### src/timer_unit_pkg.sv
/*
 * Constants for the three-channel timer access logic: register offsets,
 * control word field positions, encodings and reset values.
 * Assumes a 32-bit AXI4-Lite register bus with word-aligned byte addresses.
 */
package timer_unit_pkg;

   // -------------------------------------------------------------------
   // Register byte offsets
   // -------------------------------------------------------------------
   localparam logic [7:0] ADDR_CTL    = 8'h00;  // Control word, write only
   localparam logic [7:0] ADDR_DATA0  = 8'h04;  // Counter 0 data port
   localparam logic [7:0] ADDR_DATA2  = 8'h0c;  // Counter 2 data port
   localparam logic [7:0] ADDR_CLKSRC = 8'h10;  // Clock source select

   // -------------------------------------------------------------------
   // Control word fields
   // -------------------------------------------------------------------
   localparam int SEL_LO     = 6;               // Counter select, bits 7-6
   localparam int RW_LO      = 4;               // Byte access order, bits 5-4
   localparam int PERIOD_BIT = 2;               // Mode bit that marks modes 2/3
   localparam int RB_NCNT    = 5;               // Read-back: high suppresses count
   localparam int RB_NSTAT   = 4;               // Read-back: high suppresses status
   localparam int RB_SEL_LO  = 1;               // Read-back: counter bits 3-1

   localparam logic [1:0] SEL_READBACK = 2'b11;
   localparam logic [1:0] RW_LATCH     = 2'b00;
   localparam logic [1:0] RW_LSB       = 2'b01;
   localparam logic [1:0] RW_MSB       = 2'b10;

   // -------------------------------------------------------------------
   // Reset values and counts
   // -------------------------------------------------------------------
   localparam logic [5:0] CTL_RESET      = 6'h00;
   localparam logic [2:0] CLKSRC_RESET   = 3'h0;
   localparam logic [7:0] PRESCALE_CYCLES = 8'h04;  // Clock cycles per internal tick

   // AXI responses
   localparam logic [1:0] RESP_OKAY   = 2'b00;
   localparam logic [1:0] RESP_SLVERR = 2'b10;

endpackage
### src/timer_counter_access_logic.sv
/*
 * Programming and access logic of a three-channel 16-bit timer unit behind
 * an AXI4-Lite slave: control word decode, counter-latch and read-back,
 * byte-wide count load and read, and simple down counters.
 * Assumes gate, external clock and sleep inputs are synchronous to clock.
 */
// The register addresses and the AXI4-Lite register port were decided locally.
`timescale 1ns/1ps
module timer_counter_access_logic
   import timer_unit_pkg::*;
#(
   parameter int NUM_CNT = 3                  // Counters in the unit
) (
   // Clock and reset
   input  wire logic               clock,
   input  wire logic               rst,
   // AXI4-Lite write address
   input  wire logic               awvalid,
   output logic                    awready,
   input  wire logic [7:0]         awaddr,
   // AXI4-Lite write data
   input  wire logic               wvalid,
   output logic                    wready,
   input  wire logic [31:0]        wdata,
   input  wire logic [3:0]         wstrb,
   // AXI4-Lite write response
   output logic                    bvalid,
   input  wire logic               bready,
   output logic [1:0]              bresp,
   // AXI4-Lite read address
   input  wire logic               arvalid,
   output logic                    arready,
   input  wire logic [7:0]         araddr,
   // AXI4-Lite read data
   output logic                    rvalid,
   input  wire logic               rready,
   output logic [31:0]             rdata,
   output logic [1:0]              rresp,
   // Counter pins
   input  wire logic [NUM_CNT-1:0] counter_gate_input,
   input  wire logic [NUM_CNT-1:0] ext_clock_input,
   input  wire logic               cpu_sleep,    // Idle or powerdown
   output logic [NUM_CNT-1:0]      timer_out
);

   // ------------------------------------------------------------------
   // Helpers
   // ------------------------------------------------------------------
   // One step down; binary 0 wraps to ffff, BCD 0000 wraps to 9999
   function automatic logic [15:0] dec_count(input logic [15:0] v, input logic bcd);
      logic [15:0] r;
      logic        borrow;
      r      = v - 16'h0001;
      borrow = 1'b1;
      if (bcd) begin
         r = v;
         for (int d = 0; d < 4; d++) begin
            if (borrow) begin
               if (v[d*4 +: 4] == 4'h0) begin
                  r[d*4 +: 4] = 4'h9;
               end else begin
                  r[d*4 +: 4] = v[d*4 +: 4] - 4'h1;
                  borrow      = 1'b0;
               end
            end
         end
      end
      return r;
   endfunction

   // Counter index of a data port address, or NUM_CNT if not a data port
   function automatic int port_index(input logic [7:0] a);
      if (a >= ADDR_DATA0 && a <= ADDR_DATA2 && a[1:0] == 2'b00) begin
         return int'(a[3:2]) - 1;
      end
      return NUM_CNT;
   endfunction

   // ------------------------------------------------------------------
   // Bus slave state
   // ------------------------------------------------------------------
   logic              aw_have_q;              // Write address held
   logic [7:0]        aw_addr_q;              // Held write address
   logic              w_have_q;               // Write data held
   logic [31:0]       w_data_q;               // Held write data
   logic              w_lane0_q;              // Low byte lane enabled
   logic              wr_fire;                // Write takes effect now
   logic              rd_fire;                // Read takes effect now
   logic [7:0]        rd_byte;                // Byte a data port read returns
   logic              rd_ok;                  // Read address is mapped

   // ------------------------------------------------------------------
   // Counter state
   // ------------------------------------------------------------------
   logic [5:0]        ctl_q       [NUM_CNT];  // Order, mode, format
   logic [15:0]       cnt_q       [NUM_CNT];  // Live count
   logic [15:0]       pend_q      [NUM_CNT];  // Written count
   logic [7:0]        wlow_q      [NUM_CNT];  // First byte of a two-byte write
   logic [15:0]       latch_q     [NUM_CNT];  // Latched count
   logic [7:0]        stat_q      [NUM_CNT];  // Latched status
   logic [NUM_CNT-1:0] cnt_lat_q;             // Count latched, unread
   logic [NUM_CNT-1:0] st_lat_q;              // Status latched, unread
   logic [NUM_CNT-1:0] rd_hi_q;               // Next read is high byte
   logic [NUM_CNT-1:0] wr_hi_q;               // Next write is high byte
   logic [NUM_CNT-1:0] null_q;                // Written count not loaded
   logic [NUM_CNT-1:0] load_q;                // Load due on next tick
   logic [NUM_CNT-1:0] out_q;                 // Output pin level
   logic [NUM_CNT-1:0] clksrc_q;              // 1 selects external clock
   logic [NUM_CNT-1:0] ext_prev_q;            // Previous external level
   logic [NUM_CNT-1:0] tick;                  // Count enable per counter
   logic [7:0]        pre_q;                  // Prescaler count
   logic              int_tick;               // Internal prescaled tick

   // ------------------------------------------------------------------
   // Write channel: address and data taken in either order
   // ------------------------------------------------------------------
   assign wr_fire = aw_have_q & w_have_q & ~bvalid;

   // Address and data holding, one item each
   always_ff @(posedge clock) begin
      if (rst) begin
         aw_have_q <= 1'b0;
         w_have_q  <= 1'b0;
         awready   <= 1'b1;
         wready    <= 1'b1;
         aw_addr_q <= 8'h00;
         w_data_q  <= 32'h0000_0000;
         w_lane0_q <= 1'b0;
      end else begin
         if (awvalid && awready) begin
            aw_have_q <= 1'b1;
            aw_addr_q <= awaddr;
            awready   <= 1'b0;
         end
         if (wvalid && wready) begin
            w_have_q  <= 1'b1;
            w_data_q  <= wdata;
            w_lane0_q <= wstrb[0];
            wready    <= 1'b0;
         end
         if (wr_fire) begin
            aw_have_q <= 1'b0;
            w_have_q  <= 1'b0;
            awready   <= 1'b1;
            wready    <= 1'b1;
         end
      end
   end

   // Write response; unmapped addresses answer with an error
   always_ff @(posedge clock) begin
      if (rst) begin
         bvalid <= 1'b0;
         bresp  <= RESP_OKAY;
      end else if (wr_fire) begin
         bvalid <= 1'b1;
         bresp  <= (aw_addr_q == ADDR_CTL || aw_addr_q == ADDR_CLKSRC ||
                    port_index(aw_addr_q) < NUM_CNT) ? RESP_OKAY : RESP_SLVERR;
      end else if (bready) begin
         bvalid <= 1'b0;
      end
   end

   // ------------------------------------------------------------------
   // Read channel: one read at a time, side effects at address accept
   // ------------------------------------------------------------------
   assign rd_fire = arvalid & arready;

   // Data port byte: status first, then latched count, else live count
   always_comb begin
      int        k;
      logic [15:0] src;
      k       = port_index(araddr);
      rd_byte = 8'h00;
      src     = 16'h0000;
      if (k < NUM_CNT) begin
         src = cnt_lat_q[k] ? latch_q[k] : cnt_q[k];
         if (st_lat_q[k]) begin
            rd_byte = stat_q[k];
         end else if (ctl_q[k][5:4] == RW_MSB ||
                      (ctl_q[k][5:4] != RW_LSB && rd_hi_q[k])) begin
            rd_byte = src[15:8];
         end else begin
            rd_byte = src[7:0];
         end
      end
   end

   assign rd_ok = (araddr == ADDR_CTL) || (araddr == ADDR_CLKSRC) || (port_index(araddr) < NUM_CNT);

   // Read data and response registers
   always_ff @(posedge clock) begin
      if (rst) begin
         arready <= 1'b1;
         rvalid  <= 1'b0;
         rdata   <= 32'h0000_0000;
         rresp   <= RESP_OKAY;
      end else if (rd_fire) begin
         arready <= 1'b0;
         rvalid  <= 1'b1;
         rresp   <= rd_ok ? RESP_OKAY : RESP_SLVERR;
         // Control word is write only and reads as zero
         if (araddr == ADDR_CLKSRC) begin
            rdata <= 32'(clksrc_q);
         end else begin
            rdata <= {24'h0, rd_byte};
         end
      end else if (rvalid && rready) begin
         rvalid  <= 1'b0;
         arready <= 1'b1;
      end
   end

   // ------------------------------------------------------------------
   // Clock sources
   // ------------------------------------------------------------------
   // Prescaler halts while the processor sleeps; the external source does not
   always_ff @(posedge clock) begin
      if (rst) begin
         pre_q    <= 8'h00;
         int_tick <= 1'b0;
      end else begin
         int_tick <= 1'b0;
         if (!cpu_sleep) begin
            if (pre_q == PRESCALE_CYCLES - 8'h01) begin
               pre_q    <= 8'h00;
               int_tick <= 1'b1;
            end else begin
               pre_q <= pre_q + 8'h01;
            end
         end
      end
   end

   // Source select register and external edge history
   always_ff @(posedge clock) begin
      if (rst) begin
         clksrc_q   <= CLKSRC_RESET;
         ext_prev_q <= '0;
      end else begin
         ext_prev_q <= ext_clock_input;
         if (wr_fire && w_lane0_q && aw_addr_q == ADDR_CLKSRC) begin
            clksrc_q <= w_data_q[NUM_CNT-1:0];
         end
      end
   end

   // Gate stops a counter, so a plain read is stable
   assign tick = (clksrc_q & ext_clock_input & ~ext_prev_q |
                  ~clksrc_q & {NUM_CNT{int_tick}}) & counter_gate_input;

   // ------------------------------------------------------------------
   // Counters, latches and byte pointers
   // ------------------------------------------------------------------
   // Later statements win: a reprogram overrides a tick's load, null and output updates in the same cycle, but the count still steps
   always_ff @(posedge clock) begin
      if (rst) begin
         for (int i = 0; i < NUM_CNT; i++) begin
            ctl_q[i]   <= CTL_RESET;
            cnt_q[i]   <= 16'h0000;
            pend_q[i]  <= 16'h0000;
            wlow_q[i]  <= 8'h00;
            latch_q[i] <= 16'h0000;
            stat_q[i]  <= 8'h00;
         end
         cnt_lat_q <= '0;
         st_lat_q  <= '0;
         rd_hi_q   <= '0;
         wr_hi_q   <= '0;
         null_q    <= '0;
         load_q    <= '0;
         out_q     <= '0;
      end else begin
         for (int i = 0; i < NUM_CNT; i++) begin
            // Counting; modes 2 and 3 reload, the others wrap from 0 to the maximum
            if (tick[i]) begin
               if (load_q[i]) begin
                  cnt_q[i]  <= pend_q[i];
                  load_q[i] <= 1'b0;
                  null_q[i] <= 1'b0;
               end else if (ctl_q[i][PERIOD_BIT] && cnt_q[i] == 16'h0001) begin
                  cnt_q[i] <= pend_q[i];
                  out_q[i] <= ~out_q[i];
               end else begin
                  cnt_q[i] <= dec_count(cnt_q[i], ctl_q[i][0]);
                  if (cnt_q[i] == 16'h0001) begin
                     out_q[i] <= 1'b1;
                  end
               end
            end
            // Data port read: release latches as they are consumed
            if (rd_fire && port_index(araddr) == i) begin
               if (st_lat_q[i]) begin
                  st_lat_q[i] <= 1'b0;
               end else if (ctl_q[i][5:4] == RW_LSB || ctl_q[i][5:4] == RW_MSB) begin
                  cnt_lat_q[i] <= 1'b0;
               end else begin
                  rd_hi_q[i] <= ~rd_hi_q[i];
                  if (rd_hi_q[i]) begin
                     cnt_lat_q[i] <= 1'b0;
                  end
               end
            end
            if (wr_fire && w_lane0_q) begin
               // Data port write: count only, programming untouched
               if (port_index(aw_addr_q) == i) begin
                  if (ctl_q[i][5:4] == RW_LSB) begin
                     pend_q[i] <= {8'h00, w_data_q[7:0]};
                     load_q[i] <= 1'b1;
                     null_q[i] <= 1'b1;
                  end else if (ctl_q[i][5:4] == RW_MSB) begin
                     pend_q[i] <= {w_data_q[7:0], 8'h00};
                     load_q[i] <= 1'b1;
                     null_q[i] <= 1'b1;
                  end else if (!wr_hi_q[i]) begin
                     wlow_q[i]  <= w_data_q[7:0];
                     wr_hi_q[i] <= 1'b1;
                  end else begin
                     pend_q[i]  <= {w_data_q[7:0], wlow_q[i]};
                     wr_hi_q[i] <= 1'b0;
                     load_q[i]  <= 1'b1;
                     null_q[i]  <= 1'b1;
                  end
               end
               if (aw_addr_q == ADDR_CTL) begin
                  if (w_data_q[7:SEL_LO] == SEL_READBACK) begin
                     // Read-back: selects in bits 3-1, count and status latch bits low-active
                     if (w_data_q[RB_SEL_LO + i]) begin
                        if (!w_data_q[RB_NCNT] && !cnt_lat_q[i]) begin
                           latch_q[i]   <= cnt_q[i];
                           cnt_lat_q[i] <= 1'b1;
                        end
                        if (!w_data_q[RB_NSTAT] && !st_lat_q[i]) begin
                           stat_q[i]   <= {out_q[i], null_q[i], ctl_q[i]};
                           st_lat_q[i] <= 1'b1;
                        end
                     end
                  end else if (int'(w_data_q[7:SEL_LO]) == i) begin
                     if (w_data_q[5:RW_LO] == RW_LATCH) begin
                        // Counter-latch: counter runs on, repeats ignored
                        if (!cnt_lat_q[i]) begin
                           latch_q[i]   <= cnt_q[i];
                           cnt_lat_q[i] <= 1'b1;
                        end
                     end else begin
                        // Reprogram: new order, mode, format; latches dropped
                        ctl_q[i]     <= w_data_q[5:0];
                        cnt_lat_q[i] <= 1'b0;
                        st_lat_q[i]  <= 1'b0;
                        rd_hi_q[i]   <= 1'b0;
                        wr_hi_q[i]   <= 1'b0;
                        load_q[i]    <= 1'b0;
                        null_q[i]    <= 1'b1;
                        out_q[i]     <= 1'b0;
                     end
                  end
               end
            end
         end
      end
   end

   // ------------------------------------------------------------------
   // Pins
   // ------------------------------------------------------------------
   assign timer_out = out_q;

endmodule

### config.mk
export PLATFORM = sky130hd
export DESIGN_NAME = timer_counter_access_logic
export DESIGN_NICKNAME = d
export VERILOG_FILES = /design/src/timer_unit_pkg.sv /design/src/timer_counter_access_logic.sv
export SDC_FILE = /design/constraint.sdc
export NUM_CORES = 1
export LEC_CHECK = 0
export BUFFER_PORTS_ARGS = -buffer_cell sky130_fd_sc_hd__buf_2
export CORE_MARGIN = 3
export CORE_UTILIZATION = 53
export CTS_BUF_LIST = sky130_fd_sc_hd__clkbuf_4 sky130_fd_sc_hd__clkbuf_8
export DETAILED_ROUTE_END_ITERATION = 8
export MAX_ROUTING_LAYER = met4
export PLACE_DENSITY = 0.72
export SLEW_MARGIN = 20
export SYNTH_ARGS = -nofsm -noshare
export SYNTH_HDL_FRONTEND = slang
export SYNTH_SLANG_ARGS = --single-unit
### constraint.sdc
create_clock -name clock -period 8.3 [get_ports clock]
set_clock_uncertainty 0.15 [all_clocks]
set_input_delay 1.66 -clock clock [delete_from_list [all_inputs] [get_ports clock]]
set_output_delay 1.66 -clock clock [all_outputs]
set_load 0.005 [all_outputs]
Yosys cells after proc, flatten, opt, wreduce, memory -nomap -nowiden
Memories as Yosys holds them, arrays and structs flattened.
Cells that the tools add are included.
Widths: inputs -> output; s select.
{"block": "word_totals", "word_cells": 758, "ramBits": 210, "regBits": 96, "mem_count": 6, "inputBits": 66, "output_inout_bits": 44}
{"name": "cnt_q", "words": 3, "width": 16, "read_ports": 4, "rd_ports_with_merged_regs": 0, "wr": 3, "line": "timer_counter_access_logic.sv:96", "source": "logic [15:0] cnt_q [NUM_CNT];"}
{"name": "latch_q", "words": 3, "width": 16, "read_ports": 1, "rd_ports_with_merged_regs": 0, "wr": 3, "line": "timer_counter_access_logic.sv:99", "source": "logic [15:0] latch_q [NUM_CNT];"}
{"name": "pend_q", "words": 3, "width": 16, "read_ports": 3, "rd_ports_with_merged_regs": 0, "wr": 3, "line": "timer_counter_access_logic.sv:97", "source": "logic [15:0] pend_q [NUM_CNT];"}
{"name": "stat_q", "words": 3, "width": 8, "read_ports": 1, "rd_ports_with_merged_regs": 0, "wr": 3, "line": "timer_counter_access_logic.sv:100", "source": "logic [7:0] stat_q [NUM_CNT];"}
{"name": "wlow_q", "words": 3, "width": 8, "read_ports": 3, "rd_ports_with_merged_regs": 0, "wr": 3, "line": "timer_counter_access_logic.sv:98", "source": "logic [7:0] wlow_q [NUM_CNT];"}
{"name": "ctl_q", "words": 3, "width": 6, "read_ports": 4, "rd_ports_with_merged_regs": 0, "wr": 3, "line": "timer_counter_access_logic.sv:95", "source": "logic [5:0] ctl_q [NUM_CNT];"}
{"block": "classes", "muxes": 570, "magnitude_cmp": 7, "bitwise": 50, "eq_ne": 21, "n_addsub": 18, "n_reduce_logical": 62}
{"operator": "$mux 16", "n": 40}
{"operator": "$mux 1", "n": 479}
{"operator": "$mux 32", "n": 11}
{"operator": "$mux 8", "n": 11}
{"operator": "$mux 4", "n": 21}
{"operator": "$eq 32x2->1 const B", "n": 2}
{"operator": "$eq 32x3->1 const B", "n": 2}
{"operator": "$logic_not 32->1", "n": 2}
{"operator": "$lt 32x3->1 const B", "n": 2}
{"operator": "$eq 16x1->1 const B", "n": 3}
{"operator": "$logic_not 4->1", "n": 12}
{"operator": "$sub 16x1->16 const B", "n": 3}
{"operator": "$sub 4x1->4 const B", "n": 12}
{"operator": "$or 1x1->1", "n": 33}
{"operator": "$lt 32x4->1 const B", "n": 1}
{"operator": "$logic_and 1x1->1", "n": 22}
{"operator": "$mux 6", "n": 3}
{"operator": "$eq 8x5->1 const B", "n": 2}
{"operator": "$ge 8x3->1 const B", "n": 2}
{"operator": "$le 8x4->1 const B", "n": 2}
{"operator": "$logic_not 8->1", "n": 2}
{"operator": "$eq 2x2->1 const B", "n": 7}
{"operator": "$and 3x3->3", "n": 4}
{"operator": "$add 8x1->8 const B", "n": 1}
{"operator": "other kinds (15)", "n": 49}

Depth between registers and ports, before layout
Gate-level depths: netlist (run 1).
An unclocked memory read counts as a cell.
{"block": "depth", "depth_word": 27, "mapped_depth": 12, "ltp_nobuf": 9}

Worst setup path after synthesis (run 1)
Ideal clock, no wire load.
{"block": "synth_timing", "path_kind": "input to register", "startpoint": "input araddr[2]", "endpoint": "register rdata[0]", "setup_slack_ns": 3.924, "setup_ns": 0.069, "n_path_buf": 2, "t_arrival_ns": 4.157, "path_stages": 10, "required_time_ns": 8.081, "cell_sequence": "buf_2 -> clkinv_1 -> ha_1 -> mux2_1 -> a22oi_1 -> nor2_1 -> or3_1 -> clkbuf_1 -> or4_1 -> o21ai_1"}
{"block": "synth_via", "elab_chain_len": 14, "word_cells_on_any_way": 32, "classes_between": "add/sub: 1; order compare: 3; eq/ne: 3; mux: 17; reduce/logical: 4; memory: 4"}
{"element": "start: declaration", "line": "timer_counter_access_logic.sv:33", "source": "input wire logic [7:0] araddr,"}
{"element": "branches (longest 13 deep; another with $lt 32x3->1)"}
{"element": "$mux 8 *", "line": "timer_counter_access_logic.sv:203", "source": "if (araddr == ADDR_CLKSRC) begin"}
{"element": "end signal: assignment", "line": "timer_counter_access_logic.sv:204", "source": "rdata <= 32'(clksrc_q);"}
{"element": "end signal: assignment", "line": "timer_counter_access_logic.sv:206", "source": "rdata <= {24'h0, rd_byte};"}
{"element": "end: declaration", "line": "timer_counter_access_logic.sv:37", "source": "output logic [31:0] rdata,"}
Every way passes the cells marked *. The select of a mux whose other input is x is not followed.
A chain may end at the register's enable or synchronous reset.

Worst setup path in the final report (run 1)
{"block": "layout_timing", "startpoint": "input araddr[2]", "endpoint": "register rdata[5]"}
Same word-level chain as after synthesis.

==> results of run 1 <==
==> per-layer routing <==
metal / track usage, % / up-vias / routed length (um) / part of all wire [%]
met5: - / - / 0 / 0
met4: 11.5 / 0 / 1650 / 4.2
met3: 3.98 / 106 / 3260 / 8.3
met2: 42.0 / 527 / 18000 / 46
met1: 36.7 / 5322 / 16300 / 41
li1: - / 5152 / - / -
==> stage by stage <==
stage	power, uW	std cells	area, um2
floorplan	1750	1423	14700
CTS	3110	1809	16000
global route	3210	1809	16000
finish	3100	1809	16000
global placement	1820	1723	15000
detailed placement	1820	1723	15000
==> power groups by stage <==
stage	logic, uW	clock network [uW]	registers (uW)
2_1_floorplan	155	0	1600
3_3_place_gp	189	0	1630
3_5_place_dp	194	0	1630
4_1_cts	195	1310	1600
5_1_grt	219	1380	1610
6_report	198	1290	1600
==> cells in the final DEF (no fill, tap or decap), types with 11 or more instances in the layout <==
cell type / synthesis / layout
a211oi_1: 28 / 28
a21oi_1: 81 / 81
a22o_1: 28 / 28
a22oi_1: 14 / 14
a31oi_1: 21 / 21
and2_1: 113 / 113
and3_1: 11 / 11
buf_2: 12 / 56
clkbuf_4: 0 / 16
clkbuf_8: 0 / 50
conb_1: 1 / 26
dfxtp_1: 70 / 70
edfxtp_1: 210 / 210
ha_1: 31 / 31
inv_1: 40 / 40
mux2i_1: 41 / 41
nand2_1: 107 / 107
nand2b_1: 18 / 18
nand3_1: 37 / 37
nor2_1: 116 / 116
nor2b_1: 22 / 22
nor3_1: 37 / 37
nor4_1: 15 / 15
o21ai_0: 46 / 46
o22ai_1: 14 / 14
xnor2_1: 19 / 19
xor2_1: 17 / 17
==> registers in the layout, summed over array words and instances, names as in the netlist, 8 cells and up <==
| register | flops |
|---|---|
| stat_q | 24 |
| ctl_q | 18 |
| pend_q | 48 |
| aw_addr_q | 8 |
| rdata | 8 |
| latch_q | 48 |
| pre_q | 8 |
| wlow_q | 24 |
| cnt_q | 48 |
| w_data_q | 8 |
==> final cells by class <==
class                           instances  share of cell area [%]
Tap cell                              341                    2.67
Inverter                               41                   0.964
Clock inverter                         20                    1.15
Multi-Input combinational cell        995                    39.6
Sequential cell                       280                    48.3
Timing Repair Buffer                   66                    2.23
Clock buffer                           66                    5.06
==> cells by family (layout without fill, tap and decap cells) <==
family | count (synthesis) | count (layout) | synth area share (%)
buffers and inverters | 148 | 193 | 4.77
and+or+nand+nor | 542 | 542 | 19.8
DFF | 280 | 280 | 52.7
AOI/OAI and AO/OA | 313 | 313 | 14.6
muxes | 47 | 47 | 3.35
xor gates and xnor gates | 36 | 36 | 2.16
other | 1 | 26 | 0.0256
adders and majority gates | 31 | 31 | 2.65
==> Yosys cell counts, drive strengths merged (5+ instances only) <==
library cell  instances
edfxtp              210
nor2                116
and2                115
nand2               109
a21oi                81
dfxtp                70
clkbuf               57
buf                  50
o21ai                50
mux2i                41
inv                  40
nor3                 38
nand3                37
ha                   31
a211oi               30
a22o                 28
nor2b                22
a31oi                21
nor4                 21
xnor2                19
nand2b               18
xor2                 17
o22ai                15
a22oi                14
and3                 11
nand4                10
o31ai                 9
or3                   8
a311oi                7
nand3b                7
nor3b                 6
o21bai                6
or2                   6
a21boi                5
a21o                  5
a32o                  5
mux2                  5
o211ai                5
or4                   5
==> final timing paths <==
check / endpoint / slack (ps) / cells past startpoint
setup / recovery: rdata[5] / 2880 / 11
hold / removal: aw_addr_q[3] / 310 / 2
setup reg to reg: cnt_q[1][5] / 4380 / 8
hold reg to reg: aw_addr_q[3] / 310 / 2
==> worst max-delay path, cell delays in order <==
cell and delay, ps:
buf_2 70, buf_4 420, clkinv_1 500, ha_1 990
nand3b_1 480, o21ai_2 340, nand2_2 430, mux2i_1 250
a221oi_1 310, mux2i_1 130, o21ai_0 150
==> impl_metrics.toml, run 1 <==
[timing]
setup_viol_count_final = 0
rsz0062_at_grt = "no"
max_slew.worst_pin.slew_ps = 1070
timing.final.crit_share_pct = 65.3
relSlewSlack_pct = 28.3
hold_violations = 0
slew_violations = 0
fin_hold_ws_ps = 312
fmax_ghz = 0.184
timing.final.ws_setup_ps = 2880
fin_crit_ps = 5420
finalSetupTns_ps = 0

[critical_path]
crit_start = "araddr[2]"
worstPathArrival_ps = 5780
worstPathRequired_ps = 8660
critPathKind = "primary input to flop"
r2r_start = "cnt_q[1][6]"
cp-end-kind = "flop"
cp_max_fo = 40
crit_path_start_kind = "primary input"

[clock_tree]
cts_setup_buffers = 0
cts-buffers-inserted = 46
clock_latency_ps = 590
cts.clk_slew.worst_paths_ps = 60
cts_resized = 0
htreeDepth = 2
clockBufferDepth = 3
holdBufCountCts = 0
cts_tree = "yes"
cts_num_sinks = 280
ctsRootBufferMaster = "clkbuf_8"

[synth]
synth.avg_cell_area_um2 = 10.5
synth_top_area_share_pct = 43.1
synth-seq-cells = 280
yosysTopAreaCell = "edfxtp_1"
async_reset_ff_share_pct = 0
syn_inst = 1398
synth_edf_count = 210
synth_cell_type_count = 88
synth_top_cells_by_area = "edfxtp_1, dfxtp_1, and2_1"
yosys_warnings = 0
netlist_area_mm2 = 0.0146
synthFlopType = "edfxtp_1"
ys_seq_area_share_pct = 52.7

[drt]
post_drt_wl_per_cell_um = 21.7
routed_wl_mm = 39.2
via_per_inst = 6.14
drt_iter0_drc = 1135
postRouteAntennaNets = 0
vias = 11107
drtPass1Iterations = 6
drc = 0

[power_and_ir_drop]
comb_power_share_pct = 6.4
clock_power_share_pct = 41.8
p_sw_share_pct = 24.3
seq_power_share_pct = 51.8
ir_worst_vdd_mv = 0.200
intPower_uw = 2340
pwr_density_cell_mw_per_mm2 = 194
p_leak_uw = 0.00600
p_switching_uw = 752

[place]
hpwlAfterDp_mm = 28.0
place.gp.congestion = 0.925
portBuffers = 56
dp_slack_ps = 2340

[floorplan]
core_mm2 = 0.0270
ioPinCount = 110
die_area_mm2 = 0.0296
rows = 60
initial_core_util_pct = 54.1
die_x_um = 172
die_height_um = 172

[final_layout]
fill_cells = 2296
fin_util_pct = 59.1
ff_latch_area_mm2 = 0.00771
syn_to_final_growth_pct = 9.14
drive_gt1_share_pct = 12.4
multi_input_area_mm2 = 0.00632
nNetsFinal = 1527
n_antenna_cell = 0

[grt]
grt_pass1_vias = 10481
grt_max_degree = 52
grt_pass1_wl_mm = 60.1
grt_usage_pct = 27.4
antenna_found_initial = 0
grt_overflow_total = 0

[hold_path]
hold_path_class = "flop to flop"
worstHoldStart = "aw_addr_q[3]"

[run_status]
status = "complete, no violations"

[flow_run]
drv_cap = 0
Note: power is estimated with default switching activity, not from simulation.
==> run 2: changes to the inputs <==
--- a/config.mk
+++ b/config.mk
@@ -11,7 +11,7 @@
 export CTS_BUF_LIST = sky130_fd_sc_hd__clkbuf_4 sky130_fd_sc_hd__clkbuf_8
 export DETAILED_ROUTE_END_ITERATION = 8
 export MAX_ROUTING_LAYER = met4
-export PLACE_DENSITY = 0.72
+export PLACE_DENSITY = 0.74
 export SLEW_MARGIN = 20
 export SYNTH_ARGS = -nofsm -noshare
 export SYNTH_HDL_FRONTEND = slang
==> constraint.sdc (replaced) <==
create_clock -name clock -period 4.9 [get_ports clock]
set_clock_uncertainty 0.15 [all_clocks]
set_input_delay 0.98 -clock clock [delete_from_list [all_inputs] [get_ports clock]]
set_output_delay 0.98 -clock clock [all_outputs]
set_load 0.005 [all_outputs]
==> impl_metrics.toml, run 2 (synthesis results as in run 1) <==
[power_and_ir_drop]
ir_worst_vdd_mv = 0.244
pwr_density_cell_mw_per_mm2 = 322
p_leak_uw = 0.00603

[floorplan]
initial_core_util_pct = 54.1
die_area_mm2 = 0.0296
ioPinCount = 110
rows = 60
core_mm2 = 0.0270
die_x_um = 172
die_height_um = 172

[run_status]
status = "complete, no violations"

[final_layout]
n_antenna_cell = 0
layout_common_cells = "edfxtp_1, nor2_1, and2_1"
nNetsFinal = 1538
layout_commonest_cell = "edfxtp_1"
final-instance-count-excl-fill = 1819
drive_gt1_share_pct = 13.2
syn_to_final_growth_pct = 9.39
largestRegisters = "cnt_q (48), latch_q (48), pend_q (48)"
fin_util_pct = 59.2

[clock_tree]
cts_setup_buffers = 0
cts-buffers-inserted = 46
cts_num_sinks = 280
holdBufCountCts = 0
ctsRootBufferMaster = "clkbuf_8"
clock_latency_ps = 570
htreeDepth = 2
cts.clk_slew.worst_paths_ps = 60
clockBufferDepth = 3
cts_resized = 0
cts_tree = "yes"

[timing]
max_slew.worst_pin.slew_ps = 1070
timing.final.crit_share_pct = 76.9
fin_crit_ps = 3770
hold_violations = 0
setup_viol_count_final = 0
rsz0062_at_grt = "no"
finalSetupTns_ps = 0
fmax_ghz = 0.265
relSlewSlack_pct = 28.5
slew_violations = 0
fin_hold_ws_ps = 306
timing.final.ws_setup_ps = 1130

[drt]
drtPass1Iterations = 5
vias = 11142
drc = 0
routed_wl_mm = 39.3
postRouteAntennaNets = 0
drt_iter0_drc = 1170
via_per_inst = 6.13
post_drt_wl_per_cell_um = 21.6

[critical_path]
r2r_cells = 9
worstPathArrival_ps = 4090
crit_path_start_kind = "primary input"
rrSetupSlack_ps = 1150
worst_r2r_endpoint = "cnt_q[1][6]"
cp-end-kind = "flop"
r2r_start = "cnt_q[1][6]"
cp_max_fo = 19
critPathKind = "primary input to flop"
worstPathRequired_ps = 5220

[grt]
antenna_found_initial = 0
grt-busiest-layer = "met2"
grt_max_degree = 40
grt_overflow_total = 0
grt_pass1_vias = 10268
use_met3_pct = 3.80
grt_usage_pct = 27.0
grtUsageMet1_pct = 37.1
grtUsageMet2_pct = 40.9
grt_pass1_wl_mm = 59.2

[place]
dp.cells = 1734
portBuffers = 56
hpwlAfterDp_mm = 28.5
dp_slack_ps = 568
place.gp.congestion = 0.951

[hold_path]
min_to = "aw_addr_q[3]"
worstHoldStart = "aw_addr_q[3]"
hold_path_class = "flop to flop"
hold_depth = 2

[flow_run]
drv_cap = 0
==> run 2: layout make-up <==
cell class	count	area [um2]
Clock buffer	73	886
Timing Repair Buffer	77	438
Multi-Input combinational cell	995	6310
Inverter	41	154
Clock inverter	12	73.8
Fill cell	2251	11000
Sequential cell	280	7710
Tap cell	341	427
==> run 2: metal layers <==
layer  part of all wire (%)  wire length, um
met3                    9.3             3660
met1                     42            16300
met4                    4.1             1630
met5                      0                0
met2                     45            17700
==> run 2: worst max-delay path by stage <==
| stage | startpoint | end | slack, ps | depth (start not counted) |
|---|---|---|---|---|
| floorplan | araddr[2] | rdata[0] | 1200 | 10 |
| global placement | araddr[2] | rdata[3] | 650 | 13 |
| detailed placement | araddr[2] | rdata[3] | 570 | 13 |
| CTS | araddr[2] | rdata[3] | 1180 | 13 |
| global route | araddr[2] | rdata[3] | 950 | 13 |
| finish | araddr[2] | rdata[3] | 1130 | 13 |
==> run 2: through the flow <==
step / total power (uW) / area [um2]
CTS: 5150 / 16000
floorplan: 2970 / 14700
finish: 5140 / 16000
global route: 5320 / 16000
global placement: 3090 / 15000
detailed placement: 3090 / 15000
==> run 2: power by group <==
group / leakage (uW) / internal [uW] / switching (uW)
sequential: 0.00274 / 2620 / 92.7
clock: 0.000517 / 1160 / 932
combinational: 0.00277 / 120 / 220
==> run 2: critical path, cell delays in order <==
cell and delay (ps):
buf_2 100, clkinv_1 60, buf_4 190, ha_1 620, buf_4 260, nand3b_1 320
o21ai_2 150, buf_4 200, nand2_2 310, mux2i_1 220, a211oi_1 370, o21bai_1 110
a311oi_1 200
